--- src/rtl/icfm_pkg.sv ---
// Constants and register map of the input clock fault monitor
// Summary of operation
// - Switching between inputs up to 40 ppm apart pulls in, fast mode optional.
// - Lock loss stays asserted while pulling in after an input switch.
// - Input switching never produces shortened pulses on the output clock.
// - In zero-delay mode input three cannot be the frequency reference.
// - All four inputs watched for loss and frequency; crystal watched for loss.
// - Loss detectors time every period, each with its own sensitivity.
// - Each loss detector has a live bit and a sticky bit.
// - Each loss detector can be disabled.
// - Output clock stops during crystal loss unless configured to keep running.
// - Frequency reference selectable as crystal or any of four inputs.
// - Frequency status combines precise and fast monitors, each disableable.
// - Each frequency detector has a live bit and a sticky bit.
// - Precise monitor resolves inputs to a sixteenth of a ppm against the reference.
// - Precise window up to 500 ppm in sixteenth-ppm steps, with hysteresis.
// - Fast monitor flags moves of 1000 to 16000 ppm quickly.
// - Lock loss sets a status bit and drives an active-low pin.
// - Lock loss set and cleared by two separate frequency thresholds.
// - Set and clear thresholds programmable from 0.1 to 10000 ppm.
// - Lock loss has a live bit and a sticky bit.
// - Optional timer delays clearing of lock loss.
// - Interrupt pin asserts on any status, each with its own mask.
// - Interrupt comes from sticky bits and releases once host clears them.
package icfm_pkg;
  localparam int NUM_IN   = 4;
  localparam int NUM_LOS  = 5;
  localparam int XTAL_IDX = 4;
  localparam int CW       = 26;
  localparam int STAT_W   = 17;

  localparam logic [7:0] REG_CTRL     = 8'h00;
  localparam logic [7:0] REG_LOS_SENS = 8'h04;
  localparam logic [7:0] REG_PREC_WIN = 8'h08;
  localparam logic [7:0] REG_FAST_THR = 8'h0c;
  localparam logic [7:0] REG_LOCK_SET = 8'h10;
  localparam logic [7:0] REG_LOCK_CLR = 8'h14;
  localparam logic [7:0] REG_LOCK_TMR = 8'h18;
  localparam logic [7:0] REG_LIVE     = 8'h1c;
  localparam logic [7:0] REG_STICKY   = 8'h20;
  localparam logic [7:0] REG_MASK     = 8'h24;

  localparam int CTRL_LOS_EN_LSB  = 0;
  localparam int CTRL_ZDM_BIT     = 8;
  localparam int CTRL_REF_SEL_LSB = 9;
  localparam int CTRL_XTAL_KEEP   = 12;
  localparam int CTRL_FAST_ACQ    = 13;
  localparam int CTRL_IN_SEL_LSB  = 14;
  localparam int CTRL_PREC_EN     = 16;
  localparam int CTRL_FAST_EN     = 17;
  localparam int CTRL_TIMER_EN    = 18;

  localparam logic [31:0] CTRL_MASK     = 32'h0007_ff1f;
  localparam logic [31:0] CTRL_RESET    = 32'h0003_001f;
  localparam logic [31:0] SENS_MASK     = 32'h000f_ffff;
  localparam logic [31:0] SENS_RESET    = 32'h0001_1111;
  localparam logic [31:0] PREC_MASK     = 32'h1fff_1fff;
  localparam logic [31:0] PREC_RESET    = 32'h0020_0060;
  localparam logic [31:0] FAST_MASK     = 32'h0000_000f;
  localparam logic [31:0] FAST_RESET    = 32'h0000_0000;
  localparam logic [31:0] LOCK_MASK     = 32'h0001_ffff;
  localparam logic [31:0] LOCK_SET_RST  = 32'h0000_000a;
  localparam logic [31:0] LOCK_CLR_RST  = 32'h0000_0001;
  localparam logic [31:0] TMR_MASK      = 32'h00ff_ffff;
  localparam logic [31:0] TMR_RESET     = 32'h0000_0000;
  localparam logic [31:0] STAT_MASK     = 32'h0001_0f1f;

  localparam int STAT_LOS_LSB = 0;
  localparam int STAT_OOF_LSB = 8;
  localparam int STAT_LOL_BIT = 16;
  localparam int SENS_W       = 4;

  localparam logic [2:0] REF_SEL_XTAL = 3'h0;
  localparam logic [2:0] REF_SEL_IN3  = 3'h4;

  localparam int CLK_PERIOD_NS  = 10;
  localparam int LOS_TIMEOUT_NS = 200;
  localparam int LOS_TIMEOUT_CYC = (LOS_TIMEOUT_NS / CLK_PERIOD_NS < 1) ? 1 :
                                   LOS_TIMEOUT_NS / CLK_PERIOD_NS;
  localparam int OUT_HALF_CYC   = 4;
endpackage : icfm_pkg

--- src/rtl/icfm_monitor.sv ---
// Input clock fault monitor top with Wishbone register slave
//
// The address map and the Wishbone interface to the registers were decided locally.
`timescale 1ns/1ps
`default_nettype none
module icfm_monitor
  import icfm_pkg::*;
#(
  parameter int PREC_GATE = 16000000,
  parameter int FAST_GATE = 1000,
  parameter int LOCK_GATE = 10000000
) (
  input  wire logic              clk_in,
  input  wire logic              rst_n_in,
  input  wire logic              ce_in,
  input  wire logic              wb_cyc_in,
  input  wire logic              wb_stb_in,
  input  wire logic              wb_we_in,
  input  wire logic [7:0]        wb_adr_in,
  input  wire logic [3:0]        wb_sel_in,
  input  wire logic [31:0]       wb_dat_in,
  output logic [31:0]            wb_dat_out,
  output logic                   wb_ack_out,
  input  wire logic [NUM_IN-1:0] ref_clk_in,
  input  wire logic              crystal_reference_in,
  input  wire logic              feedback_clk_in,
  output logic                   out_clk_out,
  output logic                   lock_loss_pin_n_out,
  output logic                   interrupt_pin_n_out
);
  localparam logic [CW-1:0] PREC_GATE_W = CW'(PREC_GATE);
  localparam logic [CW-1:0] FAST_GATE_W = CW'(FAST_GATE);
  localparam logic [CW-1:0] LOCK_GATE_W = CW'(LOCK_GATE);
  localparam logic [2:0]    OUT_HALF_W  = 3'(OUT_HALF_CYC - 1);

  typedef enum logic [1:0] {LK_LOST, LK_SETTLE, LK_LOCKED} icfm_lock_t;

  function automatic logic [CW-1:0] abs_diff(input logic [CW-1:0] a, input logic [CW-1:0] b);
    return (a > b) ? a - b : b - a;
  endfunction : abs_diff

  function automatic logic [31:0] byte_merge(input logic [31:0] old, input logic [31:0] nw,
                                             input logic [3:0] sel);
    logic [31:0] res;
    res = old;
    for (int b = 0; b < 4; b++) begin
      if (sel[b]) begin
        res[8*b +: 8] = nw[8*b +: 8];
      end
    end
    return res;
  endfunction : byte_merge

  logic [31:0]        ctrl_r;
  logic [31:0]        sens_r;
  logic [31:0]        prec_r;
  logic [31:0]        fast_r;
  logic [31:0]        lock_set_r;
  logic [31:0]        lock_clr_r;
  logic [31:0]        tmr_r;
  logic [31:0]        mask_r;
  logic [STAT_W-1:0]  sticky_r;
  logic [STAT_W-1:0]  live_w;
  logic [31:0]        dat_r;
  logic               ack_r;
  logic               req_w;
  logic               wr_w;

  logic [NUM_LOS:0]   edge_w;
  logic [NUM_LOS-1:0] loss_w;
  logic [NUM_LOS:0]   loss_all_w;
  logic [NUM_LOS:0]   mon_clk_w;

  // Bus handshake: ack one cycle after the request, write at the acked edge
  assign req_w      = wb_cyc_in & wb_stb_in;
  assign wr_w       = req_w & ack_r & wb_we_in;
  assign wb_ack_out = ack_r;
  assign wb_dat_out = dat_r;

  always_ff @(posedge clk_in or negedge rst_n_in) begin
    if (!rst_n_in) begin
      ack_r <= 1'b0;
      dat_r <= 32'h0000_0000;
    end else if (ce_in) begin
      ack_r <= req_w & ~ack_r;
      if (req_w && !ack_r) begin
        case (wb_adr_in)
          REG_CTRL:     dat_r <= ctrl_r;
          REG_LOS_SENS: dat_r <= sens_r;
          REG_PREC_WIN: dat_r <= prec_r;
          REG_FAST_THR: dat_r <= fast_r;
          REG_LOCK_SET: dat_r <= lock_set_r;
          REG_LOCK_CLR: dat_r <= lock_clr_r;
          REG_LOCK_TMR: dat_r <= tmr_r;
          REG_LIVE:     dat_r <= 32'(live_w);
          REG_STICKY:   dat_r <= 32'(sticky_r);
          REG_MASK:     dat_r <= mask_r;
          default:      dat_r <= 32'h0000_0000;
        endcase
      end
    end
  end

  always_ff @(posedge clk_in or negedge rst_n_in) begin
    if (!rst_n_in) begin
      ctrl_r     <= CTRL_RESET;
      sens_r     <= SENS_RESET;
      prec_r     <= PREC_RESET;
      fast_r     <= FAST_RESET;
      lock_set_r <= LOCK_SET_RST;
      lock_clr_r <= LOCK_CLR_RST;
      tmr_r      <= TMR_RESET;
      mask_r     <= STAT_MASK;
    end else if (ce_in && wr_w) begin
      case (wb_adr_in)
        REG_CTRL:     ctrl_r     <= byte_merge(ctrl_r, wb_dat_in, wb_sel_in) & CTRL_MASK;
        REG_LOS_SENS: sens_r     <= byte_merge(sens_r, wb_dat_in, wb_sel_in) & SENS_MASK;
        REG_PREC_WIN: prec_r     <= byte_merge(prec_r, wb_dat_in, wb_sel_in) & PREC_MASK;
        REG_FAST_THR: fast_r     <= byte_merge(fast_r, wb_dat_in, wb_sel_in) & FAST_MASK;
        REG_LOCK_SET: lock_set_r <= byte_merge(lock_set_r, wb_dat_in, wb_sel_in) & LOCK_MASK;
        REG_LOCK_CLR: lock_clr_r <= byte_merge(lock_clr_r, wb_dat_in, wb_sel_in) & LOCK_MASK;
        REG_LOCK_TMR: tmr_r      <= byte_merge(tmr_r, wb_dat_in, wb_sel_in) & TMR_MASK;
        REG_MASK:     mask_r     <= byte_merge(mask_r, wb_dat_in, wb_sel_in) & STAT_MASK;
        default:      ctrl_r     <= ctrl_r;
      endcase
    end
  end

  logic       zdm_w;
  logic [2:0] ref_sel_w;
  logic [1:0] in_sel_w;
  assign zdm_w    = ctrl_r[CTRL_ZDM_BIT];
  assign in_sel_w = ctrl_r[CTRL_IN_SEL_LSB +: 2];
  // Input three is the feedback pin in zero-delay mode, never the reference
  assign ref_sel_w = (ctrl_r[CTRL_REF_SEL_LSB +: 3] > REF_SEL_IN3 ||
                      (zdm_w && ctrl_r[CTRL_REF_SEL_LSB +: 3] == REF_SEL_IN3)) ?
                     REF_SEL_XTAL : ctrl_r[CTRL_REF_SEL_LSB +: 3];

  // Watchers: inputs 0..3, crystal, feedback
  assign mon_clk_w = {feedback_clk_in, crystal_reference_in, ref_clk_in};
  for (genvar g = 0; g <= NUM_LOS; g++) begin : g_watch
    icfm_edge_watch u_watch (
      .clk_in     (clk_in),
      .rst_n_in   (rst_n_in),
      .ce_in      (ce_in),
      .mon_clk_in (mon_clk_w[g]),
      .enable_in  ((g < NUM_LOS) ? ctrl_r[CTRL_LOS_EN_LSB + ((g < NUM_LOS) ? g : 0)] : 1'b0),
      .sens_in    (sens_r[SENS_W*((g < NUM_LOS) ? g : 0) +: SENS_W]),
      .edge_out   (edge_w[g]),
      .loss_out   (loss_all_w[g])
    );
  end
  // Feedback watcher only supplies edges; it is never enabled for loss
  assign loss_w = loss_all_w[NUM_LOS-1:0];

  // Frequency monitors: input edges counted over a gate of reference edges
  logic              ref_edge_w;
  logic              ref_bad_w;
  logic [CW-1:0]     pgate_r;
  logic [CW-1:0]     fgate_r;
  logic [CW-1:0]     pcnt_r [NUM_IN];
  logic [CW-1:0]     fcnt_r [NUM_IN];
  logic [NUM_IN-1:0] prec_oof_r;
  logic [NUM_IN-1:0] fast_oof_r;
  logic [NUM_IN-1:0] oof_w;
  logic [CW-1:0]     win_w;
  logic [CW-1:0]     hyst_w;
  logic [CW-1:0]     fthr_w;

  assign ref_edge_w = (ref_sel_w == REF_SEL_XTAL) ? edge_w[XTAL_IDX] : edge_w[ref_sel_w - 3'h1];
  assign ref_bad_w  = (ref_sel_w == REF_SEL_XTAL) ? loss_w[XTAL_IDX] : loss_w[ref_sel_w - 3'h1];
  assign win_w      = CW'(prec_r[12:0]);
  assign hyst_w     = CW'(prec_r[28:16]);
  assign fthr_w     = CW'(fast_r[3:0]) + CW'(1);

  always_ff @(posedge clk_in or negedge rst_n_in) begin
    if (!rst_n_in) begin
      pgate_r    <= '0;
      fgate_r    <= '0;
      prec_oof_r <= '0;
      fast_oof_r <= '0;
      for (int i = 0; i < NUM_IN; i++) begin
        pcnt_r[i] <= '0;
        fcnt_r[i] <= '0;
      end
    end else if (ce_in && !ref_bad_w) begin
      pgate_r <= (pgate_r == PREC_GATE_W) ? '0 : pgate_r + CW'(ref_edge_w);
      fgate_r <= (fgate_r == FAST_GATE_W) ? '0 : fgate_r + CW'(ref_edge_w);
      for (int i = 0; i < NUM_IN; i++) begin
        if (pgate_r == PREC_GATE_W) begin
          pcnt_r[i] <= CW'(edge_w[i]);
          // Hysteresis: set above window, clear only well inside
          if (abs_diff(pcnt_r[i], PREC_GATE_W) > win_w) begin
            prec_oof_r[i] <= 1'b1;
          end else if (abs_diff(pcnt_r[i], PREC_GATE_W) + hyst_w <= win_w) begin
            prec_oof_r[i] <= 1'b0;
          end
        end else begin
          pcnt_r[i] <= pcnt_r[i] + CW'(edge_w[i]);
        end
        if (fgate_r == FAST_GATE_W) begin
          fcnt_r[i]     <= CW'(edge_w[i]);
          fast_oof_r[i] <= abs_diff(fcnt_r[i], FAST_GATE_W) >= fthr_w;
        end else begin
          fcnt_r[i] <= fcnt_r[i] + CW'(edge_w[i]);
        end
      end
    end
  end

  assign oof_w = ({NUM_IN{ctrl_r[CTRL_PREC_EN]}} & prec_oof_r) |
                 ({NUM_IN{ctrl_r[CTRL_FAST_EN]}} & fast_oof_r);

  // Lock monitor: feedback edges over a gate of selected-input edges
  icfm_lock_t    lk_r;
  logic [1:0]    last_sel_r;
  logic [CW-1:0] lgate_r;
  logic [CW-1:0] fbcnt_r;
  logic [23:0]   timer_r;
  logic          sel_edge_w;
  logic          fb_edge_w;
  logic          switch_w;
  logic          meas_w;
  logic [CW-1:0] ldiff_w;
  logic          lk_set_w;
  logic          lk_clr_w;
  logic          lock_loss_w;

  assign sel_edge_w  = edge_w[in_sel_w];
  assign fb_edge_w   = zdm_w ? edge_w[NUM_IN - 1] : edge_w[NUM_LOS];
  assign switch_w    = in_sel_w != last_sel_r;
  assign meas_w      = lgate_r == LOCK_GATE_W;
  assign ldiff_w     = abs_diff(fbcnt_r, LOCK_GATE_W);
  assign lk_set_w    = ldiff_w > CW'(lock_set_r[16:0]);
  assign lk_clr_w    = ldiff_w <= CW'(lock_clr_r[16:0]);
  assign lock_loss_w = lk_r != LK_LOCKED;

  always_ff @(posedge clk_in or negedge rst_n_in) begin
    if (!rst_n_in) begin
      last_sel_r <= 2'h0;
      lgate_r    <= '0;
      fbcnt_r    <= '0;
    end else if (ce_in) begin
      last_sel_r <= in_sel_w;
      if (switch_w || meas_w) begin
        lgate_r <= '0;
        fbcnt_r <= '0;
      end else begin
        lgate_r <= lgate_r + CW'(sel_edge_w);
        fbcnt_r <= fbcnt_r + CW'(fb_edge_w);
      end
    end
  end

  always_ff @(posedge clk_in or negedge rst_n_in) begin
    if (!rst_n_in) begin
      lk_r    <= LK_LOST;
      timer_r <= 24'h00_0000;
    end else if (ce_in) begin
      if (switch_w || loss_w[in_sel_w]) begin
        lk_r <= LK_LOST;
      end else begin
        case (lk_r)
          LK_LOST: begin
            timer_r <= 24'h00_0000;
            if (meas_w && lk_clr_w) begin
              // Fast acquisition or no timer: lock declared at once
              lk_r <= (ctrl_r[CTRL_TIMER_EN] && !ctrl_r[CTRL_FAST_ACQ]) ?
                      LK_SETTLE : LK_LOCKED;
            end
          end
          LK_SETTLE: begin
            if (meas_w && lk_set_w) begin
              lk_r <= LK_LOST;
            end else if (timer_r >= tmr_r[23:0]) begin
              lk_r <= LK_LOCKED;
            end else begin
              timer_r <= timer_r + 24'h00_0001;
            end
          end
          LK_LOCKED: begin
            if (meas_w && lk_set_w) begin
              lk_r <= LK_LOST;
            end
          end
          default: lk_r <= LK_LOST;
        endcase
      end
    end
  end

  assign lock_loss_pin_n_out = ~lock_loss_w;

  // Status: live, sticky (set wins over clear), masked interrupt
  logic [STAT_W-1:0] clr_w;
  assign live_w = {lock_loss_w, 4'b0000, oof_w, 3'b000, loss_w};
  assign clr_w  = (wr_w && wb_adr_in == REG_STICKY) ?
                  STAT_W'(byte_merge(32'h0000_0000, wb_dat_in, wb_sel_in)) : '0;

  always_ff @(posedge clk_in or negedge rst_n_in) begin
    if (!rst_n_in) begin
      sticky_r <= '0;
    end else if (ce_in) begin
      sticky_r <= (sticky_r & ~clr_w) | live_w;
    end
  end

  assign interrupt_pin_n_out = ~|(sticky_r & ~mask_r[STAT_W-1:0]);

  // Output clock: enable changes only before a rising edge, so full periods only
  logic       xtal_stop_w;
  logic [2:0] div_r;
  logic       oclk_r;
  assign xtal_stop_w = loss_w[XTAL_IDX] & ~ctrl_r[CTRL_XTAL_KEEP];
  assign out_clk_out = oclk_r;

  always_ff @(posedge clk_in or negedge rst_n_in) begin
    if (!rst_n_in) begin
      div_r  <= 3'h0;
      oclk_r <= 1'b0;
    end else if (ce_in) begin
      if (div_r == OUT_HALF_W) begin
        div_r <= 3'h0;
        if (oclk_r) begin
          oclk_r <= 1'b0;
        end else begin
          oclk_r <= ~xtal_stop_w;
        end
      end else begin
        div_r <= div_r + 3'h1;
      end
    end
  end

  ack_one_cycle_a: assert property (@(posedge clk_in) disable iff (!rst_n_in)
    (ce_in && wb_ack_out) |=> !wb_ack_out)
    else $error("ack held for more than one cycle");

  sticky_follows_live_a: assert property (@(posedge clk_in) disable iff (!rst_n_in)
    (ce_in && |live_w) |=> ((sticky_r & $past(live_w)) == $past(live_w)))
    else $error("sticky bit missed a live event");

  sticky_holds_a: assert property (@(posedge clk_in) disable iff (!rst_n_in)
    (ce_in && !(wr_w && wb_adr_in == REG_STICKY)) |=> ((sticky_r & $past(sticky_r)) == $past(sticky_r)))
    else $error("sticky bit dropped without a host write");

  irq_from_sticky_a: assert property (@(posedge clk_in) disable iff (!rst_n_in)
    (|(sticky_r & ~mask_r[STAT_W-1:0])) == !interrupt_pin_n_out)
    else $error("interrupt pin disagrees with masked sticky bits");

  lock_pin_a: assert property (@(posedge clk_in) disable iff (!rst_n_in)
    lock_loss_pin_n_out == (lk_r == LK_LOCKED))
    else $error("lock pin disagrees with lock state");

  switch_lock_loss_a: assert property (@(posedge clk_in) disable iff (!rst_n_in)
    (ce_in && switch_w) |=> (lk_r == LK_LOST) ##1 !lock_loss_pin_n_out[*2])
    else $error("lock loss not held after input switch");

  zdm_ref_a: assert property (@(posedge clk_in) disable iff (!rst_n_in)
    zdm_w |-> (ref_sel_w != REF_SEL_IN3))
    else $error("feedback input used as frequency reference");

  xtal_stop_a: assert property (@(posedge clk_in) disable iff (!rst_n_in)
    (ce_in && xtal_stop_w && !oclk_r) |=> !$rose(oclk_r))
    else $error("output clock started during crystal loss");

  no_runt_a: assert property (@(posedge clk_in) disable iff (!rst_n_in || !ce_in)
    $rose(oclk_r) |-> oclk_r[*4])
    else $error("shortened output high phase");

  oof_disable_a: assert property (@(posedge clk_in) disable iff (!rst_n_in)
    (!ctrl_r[CTRL_PREC_EN] && !ctrl_r[CTRL_FAST_EN]) |-> (oof_w == '0))
    else $error("frequency status set with both monitors off");
endmodule : icfm_monitor
`default_nettype wire

--- src/rtl/icfm_edge_watch.sv ---
// Per-clock edge synchroniser and signal-loss detector
`timescale 1ns/1ps
`default_nettype none
module icfm_edge_watch
  import icfm_pkg::*;
(
  input  wire logic              clk_in,
  input  wire logic              rst_n_in,
  input  wire logic              ce_in,
  input  wire logic              mon_clk_in,
  input  wire logic              enable_in,
  input  wire logic [SENS_W-1:0] sens_in,
  output logic                   edge_out,
  output logic                   loss_out
);
  localparam logic [7:0] TIMEOUT = 8'(LOS_TIMEOUT_CYC);

  logic              sync1_r;
  logic              sync2_r;
  logic              last_r;
  logic [7:0]        period_r;
  logic [SENS_W-1:0] miss_r;
  logic              loss_r;
  logic              edge_w;

  always_ff @(posedge clk_in or negedge rst_n_in) begin
    if (!rst_n_in) begin
      sync1_r <= 1'b0;
      sync2_r <= 1'b0;
      last_r  <= 1'b0;
    end else if (ce_in) begin
      sync1_r <= mon_clk_in;
      sync2_r <= sync1_r;
      last_r  <= sync2_r;
    end
  end

  assign edge_w   = sync2_r & ~last_r;
  assign edge_out = edge_w;
  assign loss_out = loss_r;

  // Period timer; each overrun counts one missing edge
  always_ff @(posedge clk_in or negedge rst_n_in) begin
    if (!rst_n_in) begin
      period_r <= 8'h00;
      miss_r   <= '0;
      loss_r   <= 1'b0;
    end else if (ce_in) begin
      if (!enable_in) begin
        period_r <= 8'h00;
        miss_r   <= '0;
        loss_r   <= 1'b0;
      end else if (edge_w) begin
        period_r <= 8'h00;
        miss_r   <= '0;
        loss_r   <= 1'b0;
      end else if (period_r == TIMEOUT) begin
        period_r <= 8'h00;
        if (miss_r >= sens_in) begin
          loss_r <= 1'b1;
        end else begin
          miss_r <= miss_r + 1'b1;
        end
      end else begin
        period_r <= period_r + 8'h01;
      end
    end
  end

  disabled_no_loss_a: assert property (@(posedge clk_in) disable iff (!rst_n_in)
    (ce_in && !enable_in) |=> !loss_out)
    else $error("loss flagged while detector disabled");

  edge_clears_loss_a: assert property (@(posedge clk_in) disable iff (!rst_n_in)
    (ce_in && enable_in && edge_w) |=> !loss_out)
    else $error("loss kept after a clock edge");
endmodule : icfm_edge_watch
`default_nettype wire

--- config.mk ---
export PLATFORM = sky130hd
export DESIGN_NAME = icfm_monitor
export DESIGN_NICKNAME = d
export VERILOG_FILES = /design/src/rtl/icfm_pkg.sv /design/src/rtl/icfm_monitor.sv /design/src/rtl/icfm_edge_watch.sv
export SDC_FILE = /design/constraint.sdc
export NUM_CORES = 2
export LEC_CHECK = 0
export BUFFER_PORTS_ARGS = -buffer_cell sky130_fd_sc_hd__buf_4
export CORE_MARGIN = 1.5
export CORE_UTILIZATION = 35
export CTS_CLUSTER_SIZE = 25
export DETAILED_ROUTE_END_ITERATION = 10
export PLACE_DENSITY = 0.51
export SETUP_SLACK_MARGIN = 0.4
export SYNTH_ARGS = -nofsm -noshare
export SYNTH_HDL_FRONTEND = slang
export SYNTH_SLANG_ARGS = --single-unit
--- constraint.sdc ---
create_clock -name clk_in -period 9.6 [get_ports clk_in]
set_clock_uncertainty 0.1 [all_clocks]
set_input_delay 0.96 -clock clk_in [delete_from_list [all_inputs] [get_ports clk_in]]
set_output_delay 0.96 -clock clk_in [all_outputs]
set_load 0.01 [all_outputs]
Word-level counts from Yosys, hierarchy flattened
Index checks and enable logic that the tools add are counted.

storage, ports and cells
  flip-flop bits (word level) = 619
  word-level logic and storage cells = 413
  output and inout bits = 36
  input bits = 56

cells by class
  bitwise operators = 30
  $lt $le $gt $ge = 32
  reductions and logical operators = 66
  $add $sub $neg = 48
  multiplexer cells = 113
  equal/unequal tests = 43

operators with widths
  operator                count
  $mux 26                 21
  $add 26x1->26           12
  $pmux 29 s10            1
  $mux 8                  17
  $gt 26x24->1 const B    5
  $sub 24x26->26 const A  5
  $sub 26x24->26 const B  5
  $reduce_and 3->1        37
  $add 26x13->26          4
  $ge 26x5->1             4
  $gt 26x10->1 const B    4
  $gt 26x13->1            4
  $le 26x13->1            4
  $sub 10x26->26 const A  4
  $sub 26x10->26 const B  4
  $mux 4                  20
  $eq 8x5->1 const B      9
  $eq 26x24->1 const B    2
  $mux 24                 2
  $pmux 24 s2             1
  $add 8x1->8 const B     5
  $mux 1                  37
  $and 17x17->17          2
  $not 17->17             2
  other kinds (48)        121

Depth between registers and ports, before layout
  word-level depth = 11
  depth in mapped cells = 29
  depth with buffers taken out = 28

Hierarchy
A second synthesis with hierarchy kept.

unflattened totals
  cell total of the unflattened synthesis = 5222
  area, all modules = 44711.6 µm²

by module, submodules not included
  module           times used  area an instance (µm²)  cells each  seq. area each (µm²)
  icfm_monitor     1           38765.9                 4598        13372.8
  icfm_edge_watch  6           991.0                   104         400.4

Worst setup path before layout
Ideal clock, no wire load.

  path type = register to register
  start point = register pcnt_r[30] in the netlist's numbering
  end point = register prec_oof_r[2]
  library setup time = 124 ps
  path buffers = 3
  clock period less this slack = 6426 ps
  data required time = 9376 ps
  slack = 3174 ps
  arrival time = 6202 ps
  stages on the path, launching flop included = 27
  cell sequence = dfrtp_1 clkbuf_1 or4_1 or3_1 nor4_1 o31a_1 clkbuf_1 buf_1 o21ai_0 fa_1 a21o_1 a21oi_1 nor2b_1 o21a_1 o41ai_1 o21a_1 nand2b_1 a21oi_1 xnor2_1 ha_1 nand3_1 nor4_1 a21oi_1 a211oi_1 a41o_1 a31oi_1 a211o_1

between the ends
  cells in the longest elaborated chain, start to end = 6
  elaborated cells between the ends (all ways) = 10
  classes of those cells = 3 x add/sub; 3 x order compare; 2 x mux; 2 x reduce/logical

RTL lines
  element                                       RTL line             source
  start: declaration                            icfm_monitor.sv:161  logic [CW-1:0] pcnt_r [NUM_IN];
  start signal: indexed assignment              icfm_monitor.sv:191  pcnt_r[i] <= CW'(edge_w[i]);
  start signal: indexed assignment              icfm_monitor.sv:199  pcnt_r[i] <= pcnt_r[i] + CW'(edge_w[i]);
  $sub 24x26->26, or another cell as far along  icfm_monitor.sv:39   return (a > b) ? a - b : b - a;
  $mux 26 *                                     icfm_monitor.sv:39
  $add 26x13->26                                icfm_monitor.sv:195  end else if (abs_diff(pcnt_r[i], PREC_GATE_W) + hyst_w <= win_w) begin
  $le 26x13->1                                  icfm_monitor.sv:195
  $reduce_bool 2->1 (no line)                   --
  $reduce_and 3->1 (no line)                    --
  end signal: assignment                        icfm_monitor.sv:180  prec_oof_r <= '0;
  end signal: indexed assignment                icfm_monitor.sv:194  prec_oof_r[i] <= 1'b1;
  end signal: indexed assignment                icfm_monitor.sv:196  prec_oof_r[i] <= 1'b0;
  end: declaration                              icfm_monitor.sv:163  logic [NUM_IN-1:0] prec_oof_r;

Mark *: on every way between the ends. The rest lies on a longest branch, timed or not.
A chain may end at the register's enable or synchronous reset.

Final worst setup path
  start point = register pcnt_r[40] in the netlist's numbering
  end point = register prec_oof_r[2]

Same word-level chain as after synthesis.

==> flow_summary.rst <==
.. list-table::
   :header-rows: 1

   * - Metric
     - Value
   * - Routed vias
     - 37.0k
   * - Post-CTS setup buffers
     - 0
   * - Synth Register Bits
     - 616
   * - Mapped cell area
     - 0.0435 mm^2
   * - Total clock sinks
     - 616
   * - Register area share after synthesis
     - 0.355
   * - Max-Slew Margin vs Limit
     - 0.188
   * - Post-synthesis instance total
     - 5085
   * - Worst Setup Path Type
     - flip-flop to flip-flop
   * - CTS Buf Count
     - 79
   * - Floorplan die area
     - 0.127 mm^2
   * - Core footprint
     - 0.124 mm^2
   * - Pin slew with the least headroom to its limit
     - 1210 ps
   * - Share of synthesized flip-flops with an asynchronous set or reset
     - 1.00
   * - Fraction of synthesized cell area taken by the top area cell type
     - 0.338
   * - Combined global-route utilization of all metal layers
     - 0.204
   * - Status
     - complete, no violations
   * - Num ports
     - 92
   * - Critical-path cell with the highest stage delay
     - sky130_fd_sc_hd__nor4_1
   * - Die width
     - 356 um
   * - Minimum clock period
     - 7300 ps
   * - Cell leakage power
     - 22.0 nW
   * - Setup TNS Final
     - 0 ps
   * - Post-detailed-routing wire length
     - 130000 um
   * - Delay of the slowest critical-path stage
     - 900 ps
   * - Total congestion overflow
     - 0
   * - Overall die height
     - 356 um
   * - Leading area contributor after synthesis
     - sky130_fd_sc_hd__dfrtp_1
   * - CP arrival
     - 7750 ps
   * - Root buffer selected by CTS
     - sky130_fd_sc_hd__clkbuf_16
   * - Upper clock frequency limit
     - 0.137 GHz
   * - Register-to-Register Path Depth
     - 24
   * - Primary FF master, synth
     - sky130_fd_sc_hd__dfrtp_1
   * - Post-route DRC violation count
     - 0
   * - Critical path data required time
     - 10060 ps
   * - Row cnt
     - 129
   * - Leading cell type by number of instances after synthesis
     - sky130_fd_sc_hd__dfrtp_1
   * - Max Buffers Root-to-Sink
     - 3
   * - Starting utilization of the core area
     - 0.352
   * - Per-instance average area after synthesis
     - 8.56 um^2
   * - Wire length of the first global-routing pass
     - 206000 um
   * - Vias in the first global route
     - 35.3k
   * - RSZ-0062 raised after global routing
     - false
   * - Commonest cells in the synthesized netlist
     - sky130_fd_sc_hd__dfrtp_1 (588), sky130_fd_sc_hd__nor2_1 (521), sky130_fd_sc_hd__nand2_1 (479), sky130_fd_sc_hd__o21ai_0 (398), sky130_fd_sc_hd__ha_1 (343)
   * - CP Cell Sequence
     - nor4_1 -> o21ai_0 -> a21oi_1 -> o31a_1 -> buf_4 -> o21ai_0 -> fa_1 -> a21o_1 -> a21oi_1 -> nor2b_1 -> o21a_1 -> o41ai_1 -> o21a_1 -> nand2b_1 -> a21oi_1 -> xnor2_1 -> ha_1 -> nand3_1 -> nor4_1 -> a21oi_1 -> a211oi_1 -> and2_1 -> a31oi_1 -> a211o_1
   * - Warning count from the yosys run
     - 0
   * - Initial antenna violation count
     - 3
   * - Detailed Routing Iterations Pass 1
     - 5
   * - Number of resized instances in the post-cts repair step
     - 0
   * - Pin count of the biggest net entering global routing
     - 144
   * - Post-synth EDFFs
     - 0
   * - Post-route fraction of the period consumed by the critical path
     - 0.760
   * - Maximum fanout along the worst path
     - 16
   * - Cell area after placement
     - 0.0458 mm^2
   * - DRT antenna net count
     - 0
   * - Clock tree from TritonCTS
     - built
   * - # port buffers
     - 85
   * - Area added between synthesis and finish
     - 11.8%
   * - Top cells by area, synth
     - sky130_fd_sc_hd__dfrtp_1 (34%), sky130_fd_sc_hd__ha_1 (9.9%), sky130_fd_sc_hd__xnor2_1 (4.7%)
   * - Kind of start point of the critical path
     - flip-flop
   * - Power per unit of standard cell area
     - 171 mW/mm^2
   * - Avg WL per Cell
     - 19.2 um
   * - Final hold violation count
     - 0
   * - Share of layout cells above drive strength 1
     - 0.0833
   * - Area of all placed cells without fillers
     - 0.0487 mm^2
   * - Htree depth
     - 3
   * - Clock latency reported for the late side of the worst-skew pair
     - 680 ps
   * - Final setup vio count
     - 0
   * - Initial drt markers
     - 2796
   * - Max_cap viols
     - 0
   * - Total half-perimeter wirelength after legalization and detailed placement
     - 94200 um
   * - Critical Path Most Common Cell
     - sky130_fd_sc_hd__a21oi_1
   * - Mean number of vias per cell
     - 5.47
   * - Clock edge transition at the registers on the reported setup and hold paths
     - 60 ps
   * - Distinct cell type count of the synthesized netlist
     - 89
   * - Worst vdd ir
     - 0.157 mV
   * - RePlAce Congestion
     - 0.887
   * - # hold bufs at CTS
     - 0
   * - Final Max Tran Viols
     - 0
   * - Worst hold path class
     - input pin to asynchronous set/reset pin
   * - Total number of nets in the final design
     - 5461
   * - Count of fill cells added during filler insertion
     - 12.6k
   * - Type of element capturing the critical path
     - flip-flop
-- where the power goes --
group	switching [mW]	internal, mW
sequential	0.241	2.74
clock	1.26	2.04
combinational	1.18	0.861
-- final timing paths --
check                                 start            end  slack, ps
min in group clk_in             fgate_r[25]    fgate_r[25]        370
worst max register to register   pcnt_r[40]  prec_oof_r[2]       2300
worst min-delay path               rst_n_in        lk_r[0]        240
worst min register to register  fgate_r[25]    fgate_r[25]        370
worst max-delay path             pcnt_r[40]  prec_oof_r[2]       2300
max in group asynchronous          rst_n_in    fgate_r[10]       6950
-- metal layers --
| layer | part of all wire | track usage | vias to the layer above | routed length [um] |
|---|---|---|---|---|
| li1 | - | - | 18200 | - |
| met1 | 0.49 | 0.298 | 17900 | 64300 |
| met2 | 0.44 | 0.318 | 704 | 57500 |
| met3 | 0.041 | 0.0240 | 159 | 5360 |
| met4 | 0.021 | 0.0482 | 0 | 2750 |
| met5 | 0 | 0 | - | 0 |
-- kinds of logic after synthesis --
| logic type | after synthesis | synth area share |
|---|---|---|
| xor+xnor | 443 | 0.0891 |
| compound gates | 1153 | 0.166 |
| buf+inv | 464 | 0.0409 |
| simple gates | 1936 | 0.216 |
| other cells | 1 | 0.0000861 |
| flops | 616 | 0.355 |
| mux | 125 | 0.0322 |
| fa+ha+maj | 347 | 0.100 |
-- flip-flops by register name, summed over array words and instances, names as in the netlist, 5 cells and up --
name and flops:
ctrl_r 16, fbcnt_r 26, fcnt_r 104, fgate_r 26, g_watch.u_watch.last_r 6, g_watch.u_watch.loss_out 5
g_watch.u_watch.miss_r 20, g_watch.u_watch.period_r 40, g_watch.u_watch.sync1_r 6, g_watch.u_watch.sync2_r 6, lgate_r 26, lock_clr_r 17
lock_set_r 17, mask_r 10, pcnt_r 104, pgate_r 26, prec_r 26, sens_r 20
sticky_r 17, timer_r 24, tmr_r 24, wb_dat_out 29
-- layout by cell type, fill, tap and decap left out, types with 79 or more instances in the layout --
master	n
sky130_fd_sc_hd__xnor2_1	233
sky130_fd_sc_hd__o21ai_0	397
sky130_fd_sc_hd__ha_1	343
sky130_fd_sc_hd__clkbuf_16	82
sky130_fd_sc_hd__nor2_1	517
sky130_fd_sc_hd__nand4_1	117
sky130_fd_sc_hd__nor3_1	125
sky130_fd_sc_hd__mux2_2	79
sky130_fd_sc_hd__xor2_1	210
sky130_fd_sc_hd__nand2_1	479
sky130_fd_sc_hd__dfrtp_1	588
sky130_fd_sc_hd__inv_1	217
sky130_fd_sc_hd__and3_1	89
sky130_fd_sc_hd__buf_4	131
sky130_fd_sc_hd__nand3_1	214
sky130_fd_sc_hd__a21oi_1	247
-- worst max-delay path, delay by kind of cell (launching register included) --
kind	cells	cell delay, ps
adder cells (fa/ha/maj)	2	790
XOR/XNOR	1	90
AO/OA/AOI/OAI	14	3750
flip-flops	1	540
buffers and inverters	1	220
AND/OR/NAND/NOR	6	1680
-- per-stage QoR --
stage | hold slack (ps) | worst slack [ps] | utilization | power (mW) | std cells
2_1_floorplan | 343 | 3170 | - | 4.49 | 5087
5_1_grt | 298 | 1350 | 0.394 | 8.85 | 6760
3_3_place_gp | 358 | 2500 | 0.370 | 5.02 | 6614
4_1_cts | 257 | 2350 | 0.394 | 8.43 | 6760
6_report | 240 | 2300 | 0.394 | 8.32 | 6762
3_5_place_dp | 358 | 2430 | 0.370 | 5.06 | 6614
-- cell type report --
cell class / instances / area, um^2 / area share
Clock inverter: 36 / 581 / 0.0119
Tap cell: 1637 / 2050 / 0.0421
Antenna cell: 2 / 5.00 / 0.000103
Inverter: 220 / 826 / 0.0170
Clock buffer: 110 / 2310 / 0.0474
Sequential cell: 616 / 15400 / 0.317
Multi-Input combinational cell: 4007 / 26400 / 0.543
Timing Repair Buffer: 134 / 1040 / 0.0213
No activity file was read; power rests on OpenSTA's default activity.
